### config.mk
export PLATFORM = sky130hd
export DESIGN_NAME = flash_status_cmd
export DESIGN_NICKNAME = d
export VERILOG_FILES = /design/src/sfl_pkg.sv /design/src/flash_status_cmd.sv /design/src/pin_sync.sv
export SDC_FILE = /design/constraint.sdc
export NUM_CORES = 1
export LEC_CHECK = 0
export BUFFER_PORTS_ARGS = -buffer_cell sky130_fd_sc_hd__buf_2
export CORE_UTILIZATION = 25
export CTS_BUF_LIST = sky130_fd_sc_hd__clkbuf_4 sky130_fd_sc_hd__clkbuf_8
export DETAILED_ROUTE_END_ITERATION = 8
export HOLD_SLACK_MARGIN = 0.15
export PLACE_DENSITY = 0.42
export SYNTH_ARGS = -nofsm -noshare
export SYNTH_HDL_FRONTEND = slang
export SYNTH_HIERARCHICAL = 1
export SYNTH_SLANG_ARGS = --single-unit
### constraint.sdc
create_clock -name mclk -period 3.51 [get_ports mclk]
set_clock_uncertainty 0.1 [all_clocks]
set_input_delay 0.351 -clock mclk [delete_from_list [all_inputs] [get_ports mclk]]
set_output_delay 0.351 -clock mclk [all_outputs]
set_load 0.005 [all_outputs]
### src/sfl_pkg.sv
package sfl_pkg;

   // =====================================================================
   // Timing
   localparam int CLK_NS = 8;              // mclk period
   localparam int TW_NS  = 10_000_000;     // Status write cycle, plain default
   localparam int TW_CYC = TW_NS / CLK_NS; // Longest time rounds down

   // =====================================================================
   // Instruction codes
   localparam logic [7:0] OP_WR_EN   = 8'h06;
   localparam logic [7:0] OP_WR_DIS  = 8'h04;
   localparam logic [7:0] OP_VOL_EN  = 8'h50;
   localparam logic [7:0] OP_STAT1   = 8'h05;
   localparam logic [7:0] OP_STAT2   = 8'h35;
   localparam logic [7:0] OP_STAT3   = 8'h15;
   localparam logic [7:0] OP_WSTAT1  = 8'h01;
   localparam logic [7:0] OP_WSTAT2  = 8'h31;
   localparam logic [7:0] OP_WRAP    = 8'h77;
   localparam logic [7:0] OP_QIO_RD  = 8'hEB;
   localparam logic [7:0] OP_QWORD   = 8'hE7;
   localparam logic [7:0] OP_DIO_RD  = 8'hBB;
   localparam logic [7:0] OP_QIO_ID  = 8'h94;
   localparam logic [7:0] OP_DOUT_RD = 8'h3B;
   localparam logic [7:0] OP_QOUT_RD = 8'h6B;
   localparam logic [7:0] OP_FAST_RD = 8'h0B;
   localparam logic [7:0] OP_READ    = 8'h03;
   localparam logic [7:0] OP_RST_EN  = 8'h66;
   localparam logic [7:0] OP_RST     = 8'h99;

   // =====================================================================
   // Status field positions and reset value
   localparam int BIT_STATUS_PROTECT_LO = 7;
   localparam int BIT_STATUS_PROTECT_HI = 8;
   localparam int BIT_QE   = 9;
   localparam logic [23:0] STAT_RST   = 24'h000000;
   localparam logic [23:0] STAT_WMASK = 24'h607FFC; // Writable status bits
   localparam logic [23:0] STAT_FIXED = 24'h9F8000; // Bits 23,20..15 never written

   // =====================================================================
   // Frame lengths in bits and clocks
   localparam logic [5:0] CMD_BITS   = 6'd8;
   localparam logic [5:0] ADDR_BITS  = 6'd24;
   localparam logic [5:0] AMODE_BITS = 6'd32;
   localparam logic [5:0] EDGES_B1   = 6'd16;
   localparam logic [5:0] EDGES_B12  = 6'd24;
   localparam logic [5:0] DUM_QIO    = 6'd4;
   localparam logic [5:0] DUM_QWORD  = 6'd2;
   localparam logic [5:0] DUM_FAST   = 6'd8;
   localparam logic [1:0] CRM_KEEP   = 2'b10;
   localparam int         WRAP_LSB   = 4; // Seventh quad clock lands at [7:4]

   // =====================================================================
   // Security area middle address bytes
   localparam logic [7:0] SEC_AREA1 = 8'h10;
   localparam logic [7:0] SEC_AREA2 = 8'h20;
   localparam logic [7:0] SEC_AREA3 = 8'h30;

   typedef enum logic [2:0] {
      PH_IDLE  = 3'b000,
      PH_CMD   = 3'b001,
      PH_ADDR  = 3'b011,
      PH_DUMMY = 3'b010,
      PH_DOUT  = 3'b110,
      PH_DIN   = 3'b111,
      PH_SKIP  = 3'b101
   } phase_t;

endpackage

### src/flash_status_cmd.sv
// How it works
// - Dual data out: four clocks per byte, odd bits on IO1, MSB first.
// - Dual address in: two bits per clock, IO1 odd, A23 first, then mode.
// - Quad data out: two clocks per byte, upper nibble first, bit 7 on IO3.
// - Quad address in: six nibble clocks from A23, then two mode clocks.
// - Quad I/O read waits four don't-care clocks before data nibbles.
// - Quad word read: host keeps A0 zero; only two don't-care clocks.
// - Security areas 1..3 selected by middle byte 10h, 20h, 30h.
// - Wrap bits taken from seventh quad clock: w4 IO0, w5 IO1, w6 IO2.
// - Quad ID read: four dummy clocks, then maker and part code nibbles.
// - Lone write-enable frame sets the write latch flag.
// - Lone write-disable frame clears the write latch flag.
// - Latch flag clears at reset and at end of writes, erases, reset.
// - Status read codes return byte 1, 2 or 3, repeated while clocked.
// - Status reads stay allowed while busy; host should poll busy.
// - Status write accepted only with write latch flag set or after volatile enable.
// - Status write never changes bits 23, 20..15, 1 and 0.
// - Status write runs only if chip select rises right after a byte.
// - Valid non-volatile status write sets busy for the cycle, then clears busy and latch.
// - Bit 8 protects always, bit 7 only while write-protect pin is low; hardware protection refuses writes.
// - Sixteen data bits after 01h write bytes 1 and 2; eight bits write only byte 1 after 01h, only byte 2 after 31h.
// - Volatile enable leaves latch alone and arms a volatile status write.
// - Quad I/O reads run only when quad lane enable bit 9 is set.
// - Mode bits 5..4 equal 10b: next frame starts at address, no command.
`timescale 1ns/1ps
module flash_status_cmd import sfl_pkg::*; #(
   parameter int         TW_CYCLES  = TW_CYC,
   parameter logic [7:0] MAKER_CODE = 8'hA5, // Arbitrary value
   parameter logic [7:0] PART_CODE  = 8'h3C  // Arbitrary value
)(
   input  wire logic        mclk,
   input  wire logic        rst_b,
   input  wire logic        sclk,
   input  wire logic        cs_b,
   input  wire logic        wp_b,
   input  wire logic [3:0]  io_in,
   input  wire logic        array_done,
   input  wire logic [7:0]  array_byte,
   output logic      [3:0]  io_out_ff,
   output logic      [3:0]  io_oe_ff,
   output logic             busy_progress_flag_ff,
   output logic             write_latch_flag_ff,
   output logic      [23:2] status_ff,
   output logic      [23:0] addr_ff,
   output logic      [7:0]  cmd_ff,
   output logic      [1:0]  sec_area_ff,
   output logic      [2:0]  burst_wrap_bits_ff,
   output logic      [7:0]  continuous_read_bits_ff
);

   if (TW_CYCLES < 1) begin : g_chk
      $error("TW_CYCLES must be at least one");
   end

   // =====================================================================
   // Pin synchronisers and edge detection
   logic [6:0]  pins_s;
   logic [3:0]  io_s;
   logic        sclk_s, cs_b_s, wp_b_s;
   logic        sclk_q_ff, cs_q_ff;
   logic        rise, fall, cs_start, cs_end, act;

   pin_sync #(.W(7), .RST_VAL(7'h20)) u_sync (
      .clk   (mclk),
      .rst_b (rst_b),
      .d     ({wp_b, cs_b, sclk, io_in}),
      .q     (pins_s)
   );

   assign io_s   = pins_s[3:0];
   assign sclk_s = pins_s[4];
   assign cs_b_s = pins_s[5];
   assign wp_b_s = pins_s[6];

   // Previous levels for edge finding
   always_ff @(posedge mclk or negedge rst_b) begin
      if (!rst_b) begin
         sclk_q_ff <= 1'b0;
         cs_q_ff   <= 1'b1;
      end else begin
         sclk_q_ff <= sclk_s;
         cs_q_ff   <= cs_b_s;
      end
   end

   assign rise     = sclk_s & ~sclk_q_ff;
   assign fall     = ~sclk_s & sclk_q_ff;
   assign cs_start = ~cs_b_s & cs_q_ff;
   assign cs_end   = cs_b_s & ~cs_q_ff;
   assign act      = ~cs_b_s;

   // =====================================================================
   // Frame state
   phase_t      phase_ff;
   logic [31:0] sh_ff, nxt_sh;
   logic [5:0]  cnt_ff, nxt_cnt, edges_ff, alen;
   logic [2:0]  ln_ff, opos_ff;
   logic        idsel_ff, crm_ff, vol_ff, rsten_ff;
   logic [7:0]  crm_cmd_ff, dec_cmd, cur_byte, rot;
   logic [31:0] twc_ff;
   logic        hw_prot, ws_valid, ws_go, frame_one;
   logic [23:0] stat_full, ws_data, ws_merged, nxt_addr;

   assign stat_full = {status_ff, write_latch_flag_ff, busy_progress_flag_ff};
   assign dec_cmd   = {sh_ff[6:0], io_s[0]};
   assign nxt_cnt   = cnt_ff + {3'b000, ln_ff};
   assign alen      = (ln_ff == 3'd1) ? ADDR_BITS : AMODE_BITS;
   // Address as it will be captured; a 24-bit phase has no mode byte below it
   assign nxt_addr  = (alen == AMODE_BITS) ? nxt_sh[31:8] : nxt_sh[23:0];

   // Shift in 1, 2 or 4 lanes; higher lane carries the earlier bit
   always_comb begin
      unique case (ln_ff)
         3'd2:    nxt_sh = {sh_ff[29:0], io_s[1], io_s[0]};
         3'd4:    nxt_sh = {sh_ff[27:0], io_s[3:0]};
         default: nxt_sh = {sh_ff[30:0], io_s[0]};
      endcase
   end

   // Don't-care clocks after address per instruction
   function automatic logic [5:0] dummy_of(input logic [7:0] c);
      unique case (c)
         OP_QIO_RD, OP_QIO_ID:                dummy_of = DUM_QIO;
         OP_QWORD:                            dummy_of = DUM_QWORD;
         OP_FAST_RD, OP_DOUT_RD, OP_QOUT_RD:  dummy_of = DUM_FAST;
         default:                             dummy_of = 6'd0;
      endcase
   endfunction

   // Lanes used for data and for address
   function automatic logic [2:0] dlanes_of(input logic [7:0] c);
      unique case (c)
         OP_QIO_RD, OP_QWORD, OP_QIO_ID, OP_QOUT_RD: dlanes_of = 3'd4;
         OP_DIO_RD, OP_DOUT_RD:                      dlanes_of = 3'd2;
         default:                                    dlanes_of = 3'd1;
      endcase
   endfunction

   // Byte on offer during data output
   always_comb begin
      unique case (cmd_ff)
         OP_STAT1:  cur_byte = stat_full[7:0];
         OP_STAT2:  cur_byte = stat_full[15:8];
         OP_STAT3:  cur_byte = stat_full[23:16];
         OP_QIO_ID: cur_byte = idsel_ff ? PART_CODE : MAKER_CODE;
         default:   cur_byte = array_byte;
      endcase
      rot = cur_byte << opos_ff;
   end

   // =====================================================================
   // Command, address, dummy and data sequencing
   always_ff @(posedge mclk or negedge rst_b) begin
      if (!rst_b) begin
         phase_ff                <= PH_IDLE;
         sh_ff                   <= 32'h00000000;
         cnt_ff                  <= 6'd0;
         edges_ff                <= 6'd0;
         ln_ff                   <= 3'd1;
         opos_ff                 <= 3'd0;
         idsel_ff                <= 1'b0;
         cmd_ff                  <= 8'h00;
         addr_ff                 <= 24'h000000;
         sec_area_ff             <= 2'd0;
         crm_ff                  <= 1'b0;
         crm_cmd_ff              <= 8'h00;
         burst_wrap_bits_ff      <= 3'd0;
         continuous_read_bits_ff <= 8'h00;
      end else if (!act) begin
         phase_ff <= PH_IDLE;
         // Reset instruction drops continuous read and wrap
         if (cs_end && cmd_ff == OP_RST && rsten_ff && frame_one) begin
            crm_ff             <= 1'b0;
            burst_wrap_bits_ff <= 3'd0;
         end
      end else if (cs_start) begin
         cnt_ff   <= 6'd0;
         edges_ff <= 6'd0;
         opos_ff  <= 3'd0;
         idsel_ff <= 1'b0;
         if (crm_ff) begin
            // Resume straight at the address phase
            phase_ff <= PH_ADDR;
            cmd_ff   <= crm_cmd_ff;
            ln_ff    <= dlanes_of(crm_cmd_ff);
         end else begin
            phase_ff <= PH_CMD;
            cmd_ff   <= 8'h00;
            ln_ff    <= 3'd1;
         end
      end else if (rise) begin
         if (edges_ff != 6'h3F) begin
            edges_ff <= edges_ff + 6'd1;
         end
         unique case (phase_ff)
            PH_CMD: begin
               sh_ff  <= nxt_sh;
               cnt_ff <= nxt_cnt;
               if (nxt_cnt == CMD_BITS) begin
                  cmd_ff <= dec_cmd;
                  cnt_ff <= 6'd0;
                  // While busy only status reads are served
                  if (busy_progress_flag_ff && dec_cmd != OP_STAT1 &&
                      dec_cmd != OP_STAT2 && dec_cmd != OP_STAT3) begin
                     phase_ff <= PH_SKIP;
                  end else begin
                     unique case (dec_cmd)
                        OP_STAT1, OP_STAT2, OP_STAT3: phase_ff <= PH_DOUT;
                        OP_WSTAT1, OP_WSTAT2:         phase_ff <= PH_DIN;
                        OP_QIO_RD, OP_QWORD, OP_QIO_ID, OP_QOUT_RD: begin
                           phase_ff <= status_ff[BIT_QE] ? PH_ADDR : PH_SKIP;
                           ln_ff    <= (dec_cmd == OP_QOUT_RD) ? 3'd1 : 3'd4;
                        end
                        OP_DIO_RD: begin
                           phase_ff <= PH_ADDR;
                           ln_ff    <= 3'd2;
                        end
                        OP_WRAP: begin
                           phase_ff <= PH_ADDR;
                           ln_ff    <= 3'd4;
                        end
                        OP_READ, OP_FAST_RD, OP_DOUT_RD: phase_ff <= PH_ADDR;
                        default:                         phase_ff <= PH_SKIP;
                     endcase
                  end
               end
            end
            PH_ADDR: begin
               sh_ff  <= nxt_sh;
               cnt_ff <= nxt_cnt;
               if (nxt_cnt == alen) begin
                  cnt_ff <= 6'd0;
                  if (cmd_ff == OP_WRAP) begin
                     burst_wrap_bits_ff <= nxt_sh[WRAP_LSB +: 3];
                     phase_ff           <= PH_SKIP;
                  end else begin
                     if (alen == AMODE_BITS) begin
                        addr_ff                 <= nxt_sh[31:8];
                        continuous_read_bits_ff <= nxt_sh[7:0];
                        crm_cmd_ff              <= cmd_ff;
                        crm_ff                  <= (nxt_sh[5:4] == CRM_KEEP);
                     end else begin
                        addr_ff <= nxt_sh[23:0];
                     end
                     // Middle byte picks a security area when top byte is zero
                     unique case ({nxt_addr[23:16] == 8'h00, nxt_addr[15:8]})
                        {1'b1, SEC_AREA1}: sec_area_ff <= 2'd1;
                        {1'b1, SEC_AREA2}: sec_area_ff <= 2'd2;
                        {1'b1, SEC_AREA3}: sec_area_ff <= 2'd3;
                        default:           sec_area_ff <= 2'd0;
                     endcase
                     ln_ff    <= dlanes_of(cmd_ff);
                     phase_ff <= (dummy_of(cmd_ff) == 6'd0) ? PH_DOUT : PH_DUMMY;
                  end
               end
            end
            PH_DUMMY: begin
               cnt_ff <= cnt_ff + 6'd1;
               if (cnt_ff + 6'd1 == dummy_of(cmd_ff)) begin
                  phase_ff <= PH_DOUT;
               end
            end
            PH_DIN:  sh_ff <= nxt_sh;
            default: ;
         endcase
      end else if (fall && phase_ff == PH_DOUT) begin
         // Advance within the byte; status bytes repeat, others step on
         if (opos_ff + ln_ff == 3'd0) begin
            opos_ff  <= 3'd0;
            idsel_ff <= ~idsel_ff;
            if (cmd_ff != OP_STAT1 && cmd_ff != OP_STAT2 && cmd_ff != OP_STAT3) begin
               addr_ff <= addr_ff + 24'h000001;
            end
         end else begin
            opos_ff <= opos_ff + ln_ff;
         end
      end
   end

   // =====================================================================
   // Output lanes, changed on the falling serial clock
   always_ff @(posedge mclk or negedge rst_b) begin
      if (!rst_b) begin
         io_out_ff <= 4'h0;
         io_oe_ff  <= 4'h0;
      end else if (!act) begin
         io_oe_ff <= 4'h0;
      end else if (fall && phase_ff == PH_DOUT) begin
         unique case (ln_ff)
            3'd4: begin
               io_out_ff <= rot[7:4];
               io_oe_ff  <= 4'hF;
            end
            3'd2: begin
               io_out_ff <= {2'b00, rot[7:6]};
               io_oe_ff  <= 4'h3;
            end
            default: begin
               io_out_ff <= {2'b00, rot[7], 1'b0};
               io_oe_ff  <= 4'h2;
            end
         endcase
      end
   end

   // =====================================================================
   // Status register, write latch and busy timer
   assign frame_one = (edges_ff == CMD_BITS);
   assign hw_prot   = status_ff[BIT_STATUS_PROTECT_HI] | (status_ff[BIT_STATUS_PROTECT_LO] & ~wp_b_s);
   // Write is valid only when chip select rises on a byte boundary
   assign ws_valid  = (phase_ff == PH_DIN) &&
                      ((cmd_ff == OP_WSTAT1 && (edges_ff == EDGES_B1 || edges_ff == EDGES_B12)) ||
                       (cmd_ff == OP_WSTAT2 && edges_ff == EDGES_B1));
   assign ws_go     = cs_end && ws_valid && !hw_prot && !busy_progress_flag_ff &&
                      (write_latch_flag_ff || vol_ff);

   // Place the data bytes; absent bytes keep their old value
   always_comb begin
      ws_data = stat_full;
      if (cmd_ff == OP_WSTAT2) begin
         ws_data[15:8] = sh_ff[7:0];
      end else if (edges_ff == EDGES_B12) begin
         ws_data[7:0]  = sh_ff[15:8];
         ws_data[15:8] = sh_ff[7:0];
      end else begin
         ws_data[7:0] = sh_ff[7:0];
      end
   end

   // Fixed bits keep their value through the mask
   assign ws_merged = (ws_data & STAT_WMASK) | (stat_full & ~STAT_WMASK);

   always_ff @(posedge mclk or negedge rst_b) begin
      if (!rst_b) begin
         status_ff             <= STAT_RST[23:2];
         write_latch_flag_ff   <= 1'b0;
         busy_progress_flag_ff <= 1'b0;
         twc_ff                <= 32'h00000000;
         vol_ff                <= 1'b0;
         rsten_ff              <= 1'b0;
      end else begin
         if (busy_progress_flag_ff) begin
            twc_ff <= twc_ff - 32'h00000001;
            if (twc_ff == 32'h00000001) begin
               busy_progress_flag_ff <= 1'b0;
               write_latch_flag_ff   <= 1'b0;
            end
         end
         // Array program and erase completions also drop the latch
         if (array_done) begin
            write_latch_flag_ff <= 1'b0;
         end
         if (cs_end) begin
            vol_ff   <= (cmd_ff == OP_VOL_EN) && frame_one;
            rsten_ff <= (cmd_ff == OP_RST_EN) && frame_one;
            if (!busy_progress_flag_ff && frame_one) begin
               if (cmd_ff == OP_WR_EN) begin
                  write_latch_flag_ff <= 1'b1;
               end
               if (cmd_ff == OP_WR_DIS || (cmd_ff == OP_RST && rsten_ff)) begin
                  write_latch_flag_ff <= 1'b0;
               end
            end
            if (ws_go) begin
               // Busy and latch live outside the stored field
               status_ff <= ws_merged[23:2];
               if (!vol_ff) begin
                  busy_progress_flag_ff <= 1'b1;
                  twc_ff                <= TW_CYCLES;
               end
            end
         end
      end
   end
endmodule

### src/pin_sync.sv
`timescale 1ns/1ps
module pin_sync #(
   parameter int             W       = 1,
   parameter logic [W-1:0]   RST_VAL = '0
)(
   input  wire logic         clk,
   input  wire logic         rst_b,
   input  wire logic [W-1:0] d,
   output logic [W-1:0]      q
);

   // =====================================================================
   // Two flops per bit; the first one feeds only the second
   logic [W-1:0] meta_ff;

   for (genvar i = 0; i < W; i++) begin : g_bit
      always_ff @(posedge clk or negedge rst_b) begin
         if (!rst_b) begin
            meta_ff[i] <= RST_VAL[i];
            q[i]       <= RST_VAL[i];
         end else begin
            meta_ff[i] <= d[i];
            q[i]       <= meta_ff[i];
         end
      end
   end

endmodule

[Yosys cells after proc, flatten, opt, wreduce, memory -nomap -nowiden]
Cells that the tools add are included.
Operators by class
  reduce and logical (&&, ||, !) cells: 74
  shift operators: 1
  $add $sub $neg: 6
  bitwise logic cells: 15
  multiplexer cells: 109
  eq/ne operators: 80
Operators with widths (count)
  $mux 24: 8
  $mux 32: 4
  $mux 6: 18
  $eq 8x8->1 const B: 13
  $mux 3: 29
  $mux 8: 8
  $pmux 32 s2: 1
  $eq 8x6->1 const B: 7
  $eq 8x7->1 const B: 7
  $eq 32x1->1 const B: 1
  $eq 8x3->1 const B: 4
  $pmux 8 s4: 1
  $sub 32x1->32 const B: 1
  $reduce_bool 2->1: 15
  $eq 9x9->1 const B: 3
  $add 24x1->24 const B: 1
  $mux 1: 24
  $or 23x24->24: 1
  $logic_and 1x1->1: 20
  $pmux 3 s2: 3
  $pmux 3 s3: 2
  $pmux 6 s3: 1
  $eq 8x1->1 const B: 2
  $eq 8x4->1 const B: 2
  52 further kinds: 109
Storage, ports and cells
  register bits after elaboration: 189
  input bits: 18
  output and inout port bits: 77
  word-level logic and storage cells: 323

[Depth between registers and ports, before layout]
Gate-level depths: netlist of the first run.
  word-level depth: 17
  depth in mapped cells: 12
  gate-level depth less buffers: 10

[Cells and area by module]
The synthesis of the first run kept the hierarchy.
Modules (own cells, without submodules)
  flash_status_cmd: times used 1, seq. area each 4131.5 um2, cells each 1251, area an instance 10776.6 um2
  pin_sync: times used 1, seq. area each 352.8 um2, cells each 14, area an instance 352.8 um2

[Worst setup path after synthesis of the first run]
Ideal clock, no wire load.
  kind: flip-flop to flip-flop
  from: register ln_ff[1]
  to: register phase_ff[2]
  setup slack: 0.300 ns
  period minus slack after synthesis: 3.210 ns
  arrival: 3.023 ns
  library setup time: 0.087 ns
  path buffers: 2
  cell stages (with the launch flop): 12
  data required time: 3.323 ns
  path through: dfrtp_1 clkbuf_1 inv_1 clkbuf_1 fa_1 xnor2_1 or3b_2 nor2_1 nand4_1 mux2_4 or3_1 a211oi_2
On the way
  longest elaborated chain between the ends: 5
  elaborated cells on any way between the ends: 8
  those cells by class: 1 x add/sub; 5 x eq/ne; 1 x mux; 1 x reduce/logical
Ends and longest elaborated chain
  start, declared: line flash_status_cmd.sv:97  | logic [2:0] ln_ff, opos_ff;
  start signal, assigned: line flash_status_cmd.sv:185  | ln_ff <= dlanes_of(crm_cmd_ff);
  start signal, assigned: line flash_status_cmd.sv:212  | ln_ff <= (dec_cmd == OP_QOUT_RD) ? 3'd1 : 3'd4;
  start signal, assigned: line flash_status_cmd.sv:252  | ln_ff <= dlanes_of(cmd_ff);
  parallel branches: the longest is 4 deep, another holds $add 6x3->6
  $reduce_and 5->1 (no source line) (*)
  end signal, assigned: line flash_status_cmd.sv:211  | phase_ff <= status_ff[BIT_QE] ? PH_ADDR : PH_SKIP;
  end signal, assigned: line flash_status_cmd.sv:253  | phase_ff <= (dummy_of(cmd_ff) == 6'd0) ? PH_DOUT : PH_DUMMY;
  end, declared: line flash_status_cmd.sv:94  | phase_t phase_ff;
Every way passes the cells marked *.
A chain may end at the register's enable or synchronous reset.

[Final worst setup path of the first run]
  from: register ln_ff[0]
  to: register addr_ff[0]
On the way
  longest elaborated chain between the ends: 8
  elaborated cells on any way between the ends: 18
  those cells by class: 2 x add/sub; 6 x eq/ne; 7 x mux; 3 x reduce/logical
Ends and longest elaborated chain
  parallel branches: the longest is 8 deep, another holds $add 6x3->6
  end signal, assigned: line flash_status_cmd.sv:238  | addr_ff <= nxt_sh[31:8];
  end signal, assigned: line flash_status_cmd.sv:243  | addr_ff <= nxt_sh[23:0];
  end signal, assigned: line flash_status_cmd.sv:272  | addr_ff <= addr_ff + 24'h000001;
  end, declared: line flash_status_cmd.sv:44  | output logic [23:0] addr_ff,
Several ways; the timed one is not identified. The select of a mux whose other input is x is not followed.

==> reports/qor.yml, run 1 <==
internal-power_uw: 3463
cts_buffers: 17
powerDensity_nw_per_um2: 437.6
worstMarginPinSlew_ns: 0.7994
p_sw_uw: 2178
synth_cell_types: 99
timing.setup.tns_ns: 0
synth.yosys.seq_area_share: 0.4029
slowest_stage: "dfstp_2"
swShare: 0.3861
leakagePower_uw: 0.005505
ios: 95
drcViolationCount: 0
hold_violations: 0
seqPwrFrac: 0.460
hold_path.class: "register to register"
gp_congestion: 0.8515
mostFrequentLayoutCells: "dfrtp_1, nand2_1, nor2_1, o21ai_0, buf_2"
insertion_delay_ns: 0.56
setup_violations: 0
final_antenna_net_count: 0
max_freq_mhz: 299.7
io_buffers: 85
worstPathRequired_ns: 3.85
core_area_um2: 43460
cts.sinks: 179
diodes: 0
cts.path.max_buffers: 2
synth_ff_type: "dfrtp_1"
comb_power_share: 0.254
nNetsFinal: 1378
min_period_over_period: 0.9506
netlist_instances: 1265
crit_top_cell: "inv_1"
hold_path_depth: 0
ys_warn_count: 6
routed_wl_um: 40140
clkTransAtPathRegs_ns: 0.11
die_h_um: 213.0
slew_headroom: 0.4626
synth_edf_count: 0
critPathLaunchType: "register"
max_stage_delay_ns: 0.57
period_needed_ns: 3.337
grt_pass1_vias: 9950
cts_tree: "done"
vias: 10153
h-tree-depth: 4
grt_max_degree: 82
layout_commonest_cell: "dfrtp_1"
viasPerCell: 5.217
crit_chain: "ha_1 -> inv_1 -> fa_1 -> xnor2_1 -> or3b_2 -> inv_1 -> o2111ai_2 -> a21oi_4 -> buf_4 -> mux2_2"
synthArstFlopShare: 1.000
holdWs_ns: 0.2550
start_util: 0.2561
drive_gt1_frac: 0.1830
critPathKind: "register to register"
fill_cells: 4674
maxCapViolCount: 0
rsz0062_at_grt: "false"
hp-start: "u_sync/meta_ff[4]"
rr_worst_depth: 10
end_kind: "register"
grt_util_all_layers: 0.1839
cts_root_buffer: "clkbuf_8"
synth-seq-cells: 179
crit_start: "ln_ff[0]"
slew_viol_final: 0
drt-initial-drc-count: 745
dp_hpwl_um: 29200
die_w_um: 213.0
rows: 76
antenna_found_initial: 0
wire_per_inst_um: 20.63
drtPass1Iterations: 5
grt_pass1_wl_um: 62360
crit_fanout: 9
synth.avg_cell_area_um2: 8.798
overflow: 0
r2r-start: "ln_ff[0]"
vdd_drop_max_v: 0.0002452
clkPwrFrac: 0.286
outcome: "completed"
area_delta_synth_final_pct: 15.84
dieArea_um2: 45360
syn-cell-area_um2: 11130
arrival_ns: 3.68
-- Yosys cell counts (5+ instances only) --
cell type,n,share of area
a211oi_1,13,0.0088
a21oi_1,38,0.017
a22oi_1,9,0.0061
a2bb2oi_1,5,0.0039
a31oi_1,15,0.0084
and2_1,8,0.0045
and3_1,18,0.010
and4_1,5,0.0039
buf_1,7,0.0024
buf_2,17,0.0076
buf_4,12,0.0081
clkbuf_1,62,0.021
dfrtp_1,175,0.39
ha_1,10,0.011
inv_1,27,0.0091
mux2_2,27,0.027
mux2i_1,25,0.022
nand2_1,140,0.047
nand2b_1,16,0.0090
nand3_1,42,0.019
nand4_1,13,0.0073
nand4b_1,5,0.0039
nor2_1,118,0.040
nor2b_1,16,0.0090
nor3_1,30,0.013
nor3b_1,10,0.0067
nor4_1,18,0.010
o2111ai_1,5,0.0039
o211ai_1,12,0.0081
o21a_1,6,0.0040
o21ai_0,115,0.052
o221ai_1,37,0.029
o22a_1,5,0.0039
o22ai_1,22,0.012
o2bb2ai_1,9,0.0071
or2_2,8,0.0045
or3_1,12,0.0067
or4_1,7,0.0047
xnor2_1,28,0.022
xor2_1,13,0.010
-- logic make-up (layout without fill, tap and decap cells) --
family	Yosys count	in the layout	synth area share
buf+inv	126	214	0.04845
simple gates	502	502	0.2335
flops	179	179	0.4029
xor+xnor	42	42	0.03440
other cells	1	9	0.0003369
fa+ha+maj	12	12	0.01484
mux	54	54	0.05216
compound gates	349	349	0.2134
-- what timing repair did --
| action | in CTS | in global routing |
|---|---|---|
| buffers inserted | 0 | 4 |
| setup endpoints to repair | 0 | 8 |
| hold buffers | 9 | 0 |
| resized for setup | 0 | 2 |
| hold endpoints to repair | 83 | 0 |
-- state kept, by name, indices dropped and copies added, names as in the netlist, 3 cells and up --
| signal | count |
|---|---|
| addr_ff | 24 |
| burst_wrap_bits_ff | 3 |
| cmd_ff | 8 |
| cnt_ff | 6 |
| continuous_read_bits_ff | 8 |
| crm_cmd_ff | 8 |
| edges_ff | 6 |
| io_oe_ff | 3 |
| io_out_ff | 4 |
| ln_ff | 3 |
| opos_ff | 3 |
| phase_ff | 3 |
| sh_ff | 31 |
| status_ff | 13 |
| twc_ff | 32 |
| u_sync/meta_ff | 7 |
| u_sync/q | 7 |
-- metal layers --
| layer | global-route usage | share of wire | up-vias |
|---|---|---|---|
| li1 | - | - | 4818 |
| met1 | 0.2570 | 0.47 | 5006 |
| met2 | 0.2805 | 0.46 | 288 |
| met3 | 0.04001 | 0.054 | 41 |
| met4 | 0.05706 | 0.020 | 0 |
| met5 | 0 | 0 | - |
-- through the flow --
stage	util	cell area, µm²	total power (µW)	std cells	setup WS (ns)
6_report	0.2967	12890	5641	1946	0.1733
5_1_grt	0.2967	12890	5990	1946	0.01811
4_1_cts	0.2958	12850	5708	1942	0.1455
3_5_place_dp	0.2841	12340	4050	1901	0.1458
3_3_place_gp	0.2841	12340	4044	1901	0.2343
2_1_floorplan	-	11160	3408	1273	0.3003
-- layout make-up --
| class | count | area (µm²) | area share |
|---|---|---|---|
| flip-flops and latches | 179 | 4484 | 0.3478 |
| well taps | 585 | 732.0 | 0.05677 |
| clock buffers | 17 | 234.0 | 0.01815 |
| inverters | 28 | 105.1 | 0.008152 |
| repair buffers | 154 | 999.7 | 0.07754 |
| clock inverters | 15 | 186.4 | 0.01446 |
| multi-input cells | 968 | 6151 | 0.4771 |
-- power groups by stage --
stage	registers, µW	clock network, µW	logic, µW
2_1_floorplan	2440	0	966
3_3_place_gp	2620	0	1420
3_5_place_dp	2630	0	1420
4_1_cts	2590	1690	1430
5_1_grt	2630	1760	1600
6_report	2590	1610	1430
-- worst max-delay path, delay by kind of cell, from the launching register on --
kind            cells  cell delay [ns]
buf+inv             3             0.38
xor+xnor            1             0.15
flops               1             0.57
simple gates        1             0.47
compound gates      2             0.62
fa+ha+maj           2             0.61
mux                 1             0.32
-- path summary, 6_finish.rpt --
| kind | to | slack, ns |
|---|---|---|
| worst min-delay path | u_sync/q[4] | 0.26 |
| worst max register to register | addr_ff[0] | 0.17 |
| worst min register to register | u_sync/q[4] | 0.26 |
| min in group asynchronous | write_latch_flag_ff | 0.31 |
| worst max-delay path | addr_ff[0] | 0.17 |
| max in group asynchronous | cnt_ff[0] | 2.16 |
No activity file was read; power rests on OpenSTA's default activity.
==> run 2, diff against run 1 <==
- BUFFER_PORTS_ARGS: -buffer_cell sky130_fd_sc_hd__buf_2 -> not set
- DONT_BUFFER_PORTS: not set -> 1
- PLACE_DENSITY: 0.42 -> 0.4
==> run 2 against run 1 <==
  * The run now ends with negative hold slack left
  * Maximum frequency fell by 0.94%
  * Design area decreased by 4.6%
  * Register-to-register slack worse by 0.03 ns
  * Clock power is 9% lower
  * Sequential share of layout area grew 1.7 points
  * Sequential cell count unchanged
  * Global-route usage down 0.11 points
  * Clock-buffer cell count up 3
  * Setup slack worse by 0.032 ns
  * Utilization fell by 1.4 points
==> reports/qor.yml, run 2 (same netlist as run 1, synthesis figures left out) <==
outcome: "finished, violations left"
failed_checks: "negative hold slack"
drcViolationCount: 0
vdd_drop_max_v: 0.0001637
grt_pass1_vias: 9587
critPathKind: "register to register"
swShare: 0.3888
grt_pass1_wl_um: 61670
clkPwrFrac: 0.272
viasPerCell: 5.304
gp_congestion: 0.8741
die_w_um: 213.0
rows: 76
routed_wl_um: 39780
grt_max_degree: 180
h-tree-depth: 4
crit_chain: "ha_1 -> inv_1 -> fa_1 -> xnor2_1 -> or3b_2 -> inv_1 -> o2111a_1 -> nand2_1 -> nor3_1 -> a311oi_1"
diodes: 0
die_h_um: 213.0
wire_per_inst_um: 21.54
cts_buffers: 17
timing.setup.tns_ns: 0
slew_viol_final: 0
powerDensity_nw_per_um2: 437.8
layout_commonest_cell: "dfrtp_1"
clkTransAtPathRegs_ns: 0.11
largest_register_ffs: 32
hold_violations: 179
seqPwrFrac: 0.486
hold_path.class: "input pin to asynchronous set/reset pin"
holdWs_ns: -0.6422
insertion_delay_ns: 0.57
vias: 9797
io_buffers: 0
top_register: "twc_ff"
maxCapViolCount: 0
ios: 95
area_delta_synth_final_pct: 10.50
reg_top3: "twc_ff: 32 flops, sh_ff: 31 flops, addr_ff: 24 flops"
antenna_found_initial: 0
nNetsFinal: 1279
min_period_over_period: 0.9596
dieArea_um2: 45360
max_stage_delay_ns: 0.57
leakagePower_uw: 0.004996
slew_headroom: 0.5002
dp_cells: 1805
worstMarginPinSlew_ns: 0.7429
arrival_ns: 3.72
drt-initial-drc-count: 721
max_freq_mhz: 296.9
drtPass1Iterations: 5
crit_fanout: 9
slowest_stage: "dfstp_2"
critPathLaunchType: "register"
cts_tree: "done"
p_sw_uw: 2094
start_util: 0.2561
dp_hpwl_um: 28130
instances_no_fill: 1847
crit_top_cell: "inv_1"
comb_power_share: 0.241
grt_util_all_layers: 0.1827
core_area_um2: 43460
fin_area_um2: 12300
final_antenna_net_count: 0
end_kind: "register"
placed_area_um2: 11820
cts.path.max_buffers: 2
setup_violations: 0
period_needed_ns: 3.368
cts_root_buffer: "clkbuf_8"
internal-power_uw: 3291
cts.sinks: 179
worstPathRequired_ns: 3.86
drive_gt1_frac: 0.1197
rsz0062_at_grt: "true"
cts_hold_buf: 8
mostFrequentLayoutCells: "dfrtp_1, nand2_1, nor2_1, o21ai_0, buf_4"
power.total_uw: 5385
overflow: 0
==> run 2: cell types whose count changed in the layout (fill, tap and decap cells not counted), moves of 2 or more <==
cell       previous run  this run
o2111ai_2             2         0
clkinv_4              2         5
inv_6                 5         2
bufinv_16             2         0
buf_4                58        46
inv_8                 3         1
buf_2                84         0
==> run 2: through the flow <==
| step | utilization | setup slack [ns] | hold slack (ns) |
|---|---|---|---|
| detailed placement | 0.2719 | 0.1294 | -0.03902 |
| finish | 0.2830 | 0.1418 | -0.6422 |
| global route | 0.2830 | -0.03712 | -0.6832 |
| CTS | 0.2822 | 0.09756 | -0.7124 |
| global placement | 0.2719 | 0.2235 | -0.03897 |
| floorplan | - | 0.3003 | -0.04459 |
==> run 2: worst paths after layout <==
check                             startpoint                end  slack (ns)  cells past startpoint
setup / recovery                    ln_ff[0]         addr_ff[5]        0.14                     10
hold / removal                         rst_b         twc_ff[13]       -0.64                      0
setup reg to reg                    ln_ff[0]         addr_ff[5]        0.14                     10
hold reg to reg            u_sync/meta_ff[5]        u_sync/q[5]        0.26                      0
max in group asynchronous              rst_b           ln_ff[0]        3.54                      0
min in group mclk                   io_in[0]  u_sync/meta_ff[0]        0.23                      1
==> run 2: worst max-delay path, delay by kind of cell, from the launching register on <==
| family | cells | cell delay [ns] |
|---|---|---|
| xor gates and xnor gates | 1 | 0.16 |
| and+or+nand+nor | 3 | 1.14 |
| buffers and inverters | 2 | 0.24 |
| adders and majority gates | 2 | 0.60 |
| DFF | 1 | 0.57 |
| AOI/OAI and AO/OA | 2 | 0.43 |
==> run 2: final cells by class <==
class,instances,area [µm²]
sequential,179,4484
clock buffer,20,269.0
fill,4729,31160
multi-input combinational,968,6162
clock inverter,12,100.1
tap,585,732.0
inverter,28,105.1
timing repair buffer,55,445.4
==> run 2: what timing repair did <==
| action | 4_1_cts | 5_1_grt |
|---|---|---|
| resized for setup | 0 | 3 |
| buffers inserted | 0 | 2 |
| endpoints found under the setup margin | 0 | 6 |
| endpoints found under the hold margin | 187 | 179 |
==> run 2: power groups by stage <==
stage	logic (µW)	clock network [µW]	registers (µW)
final	1300	1470	2620
after global routing	1440	1620	2660
after CTS	1300	1550	2620
after detailed placement	1290	0	2660
after global placement	1290	0	2650
after floorplan	966	0	2440
==> run 2: metal layers <==
metal  up-vias  routed length (µm)  track usage
li1       4616                   -            -
met1      4954               18840       0.2496
met2       186               18340       0.2822
met3        41                1749      0.03471
met4         0                 856      0.07318
met5         -                   0            0
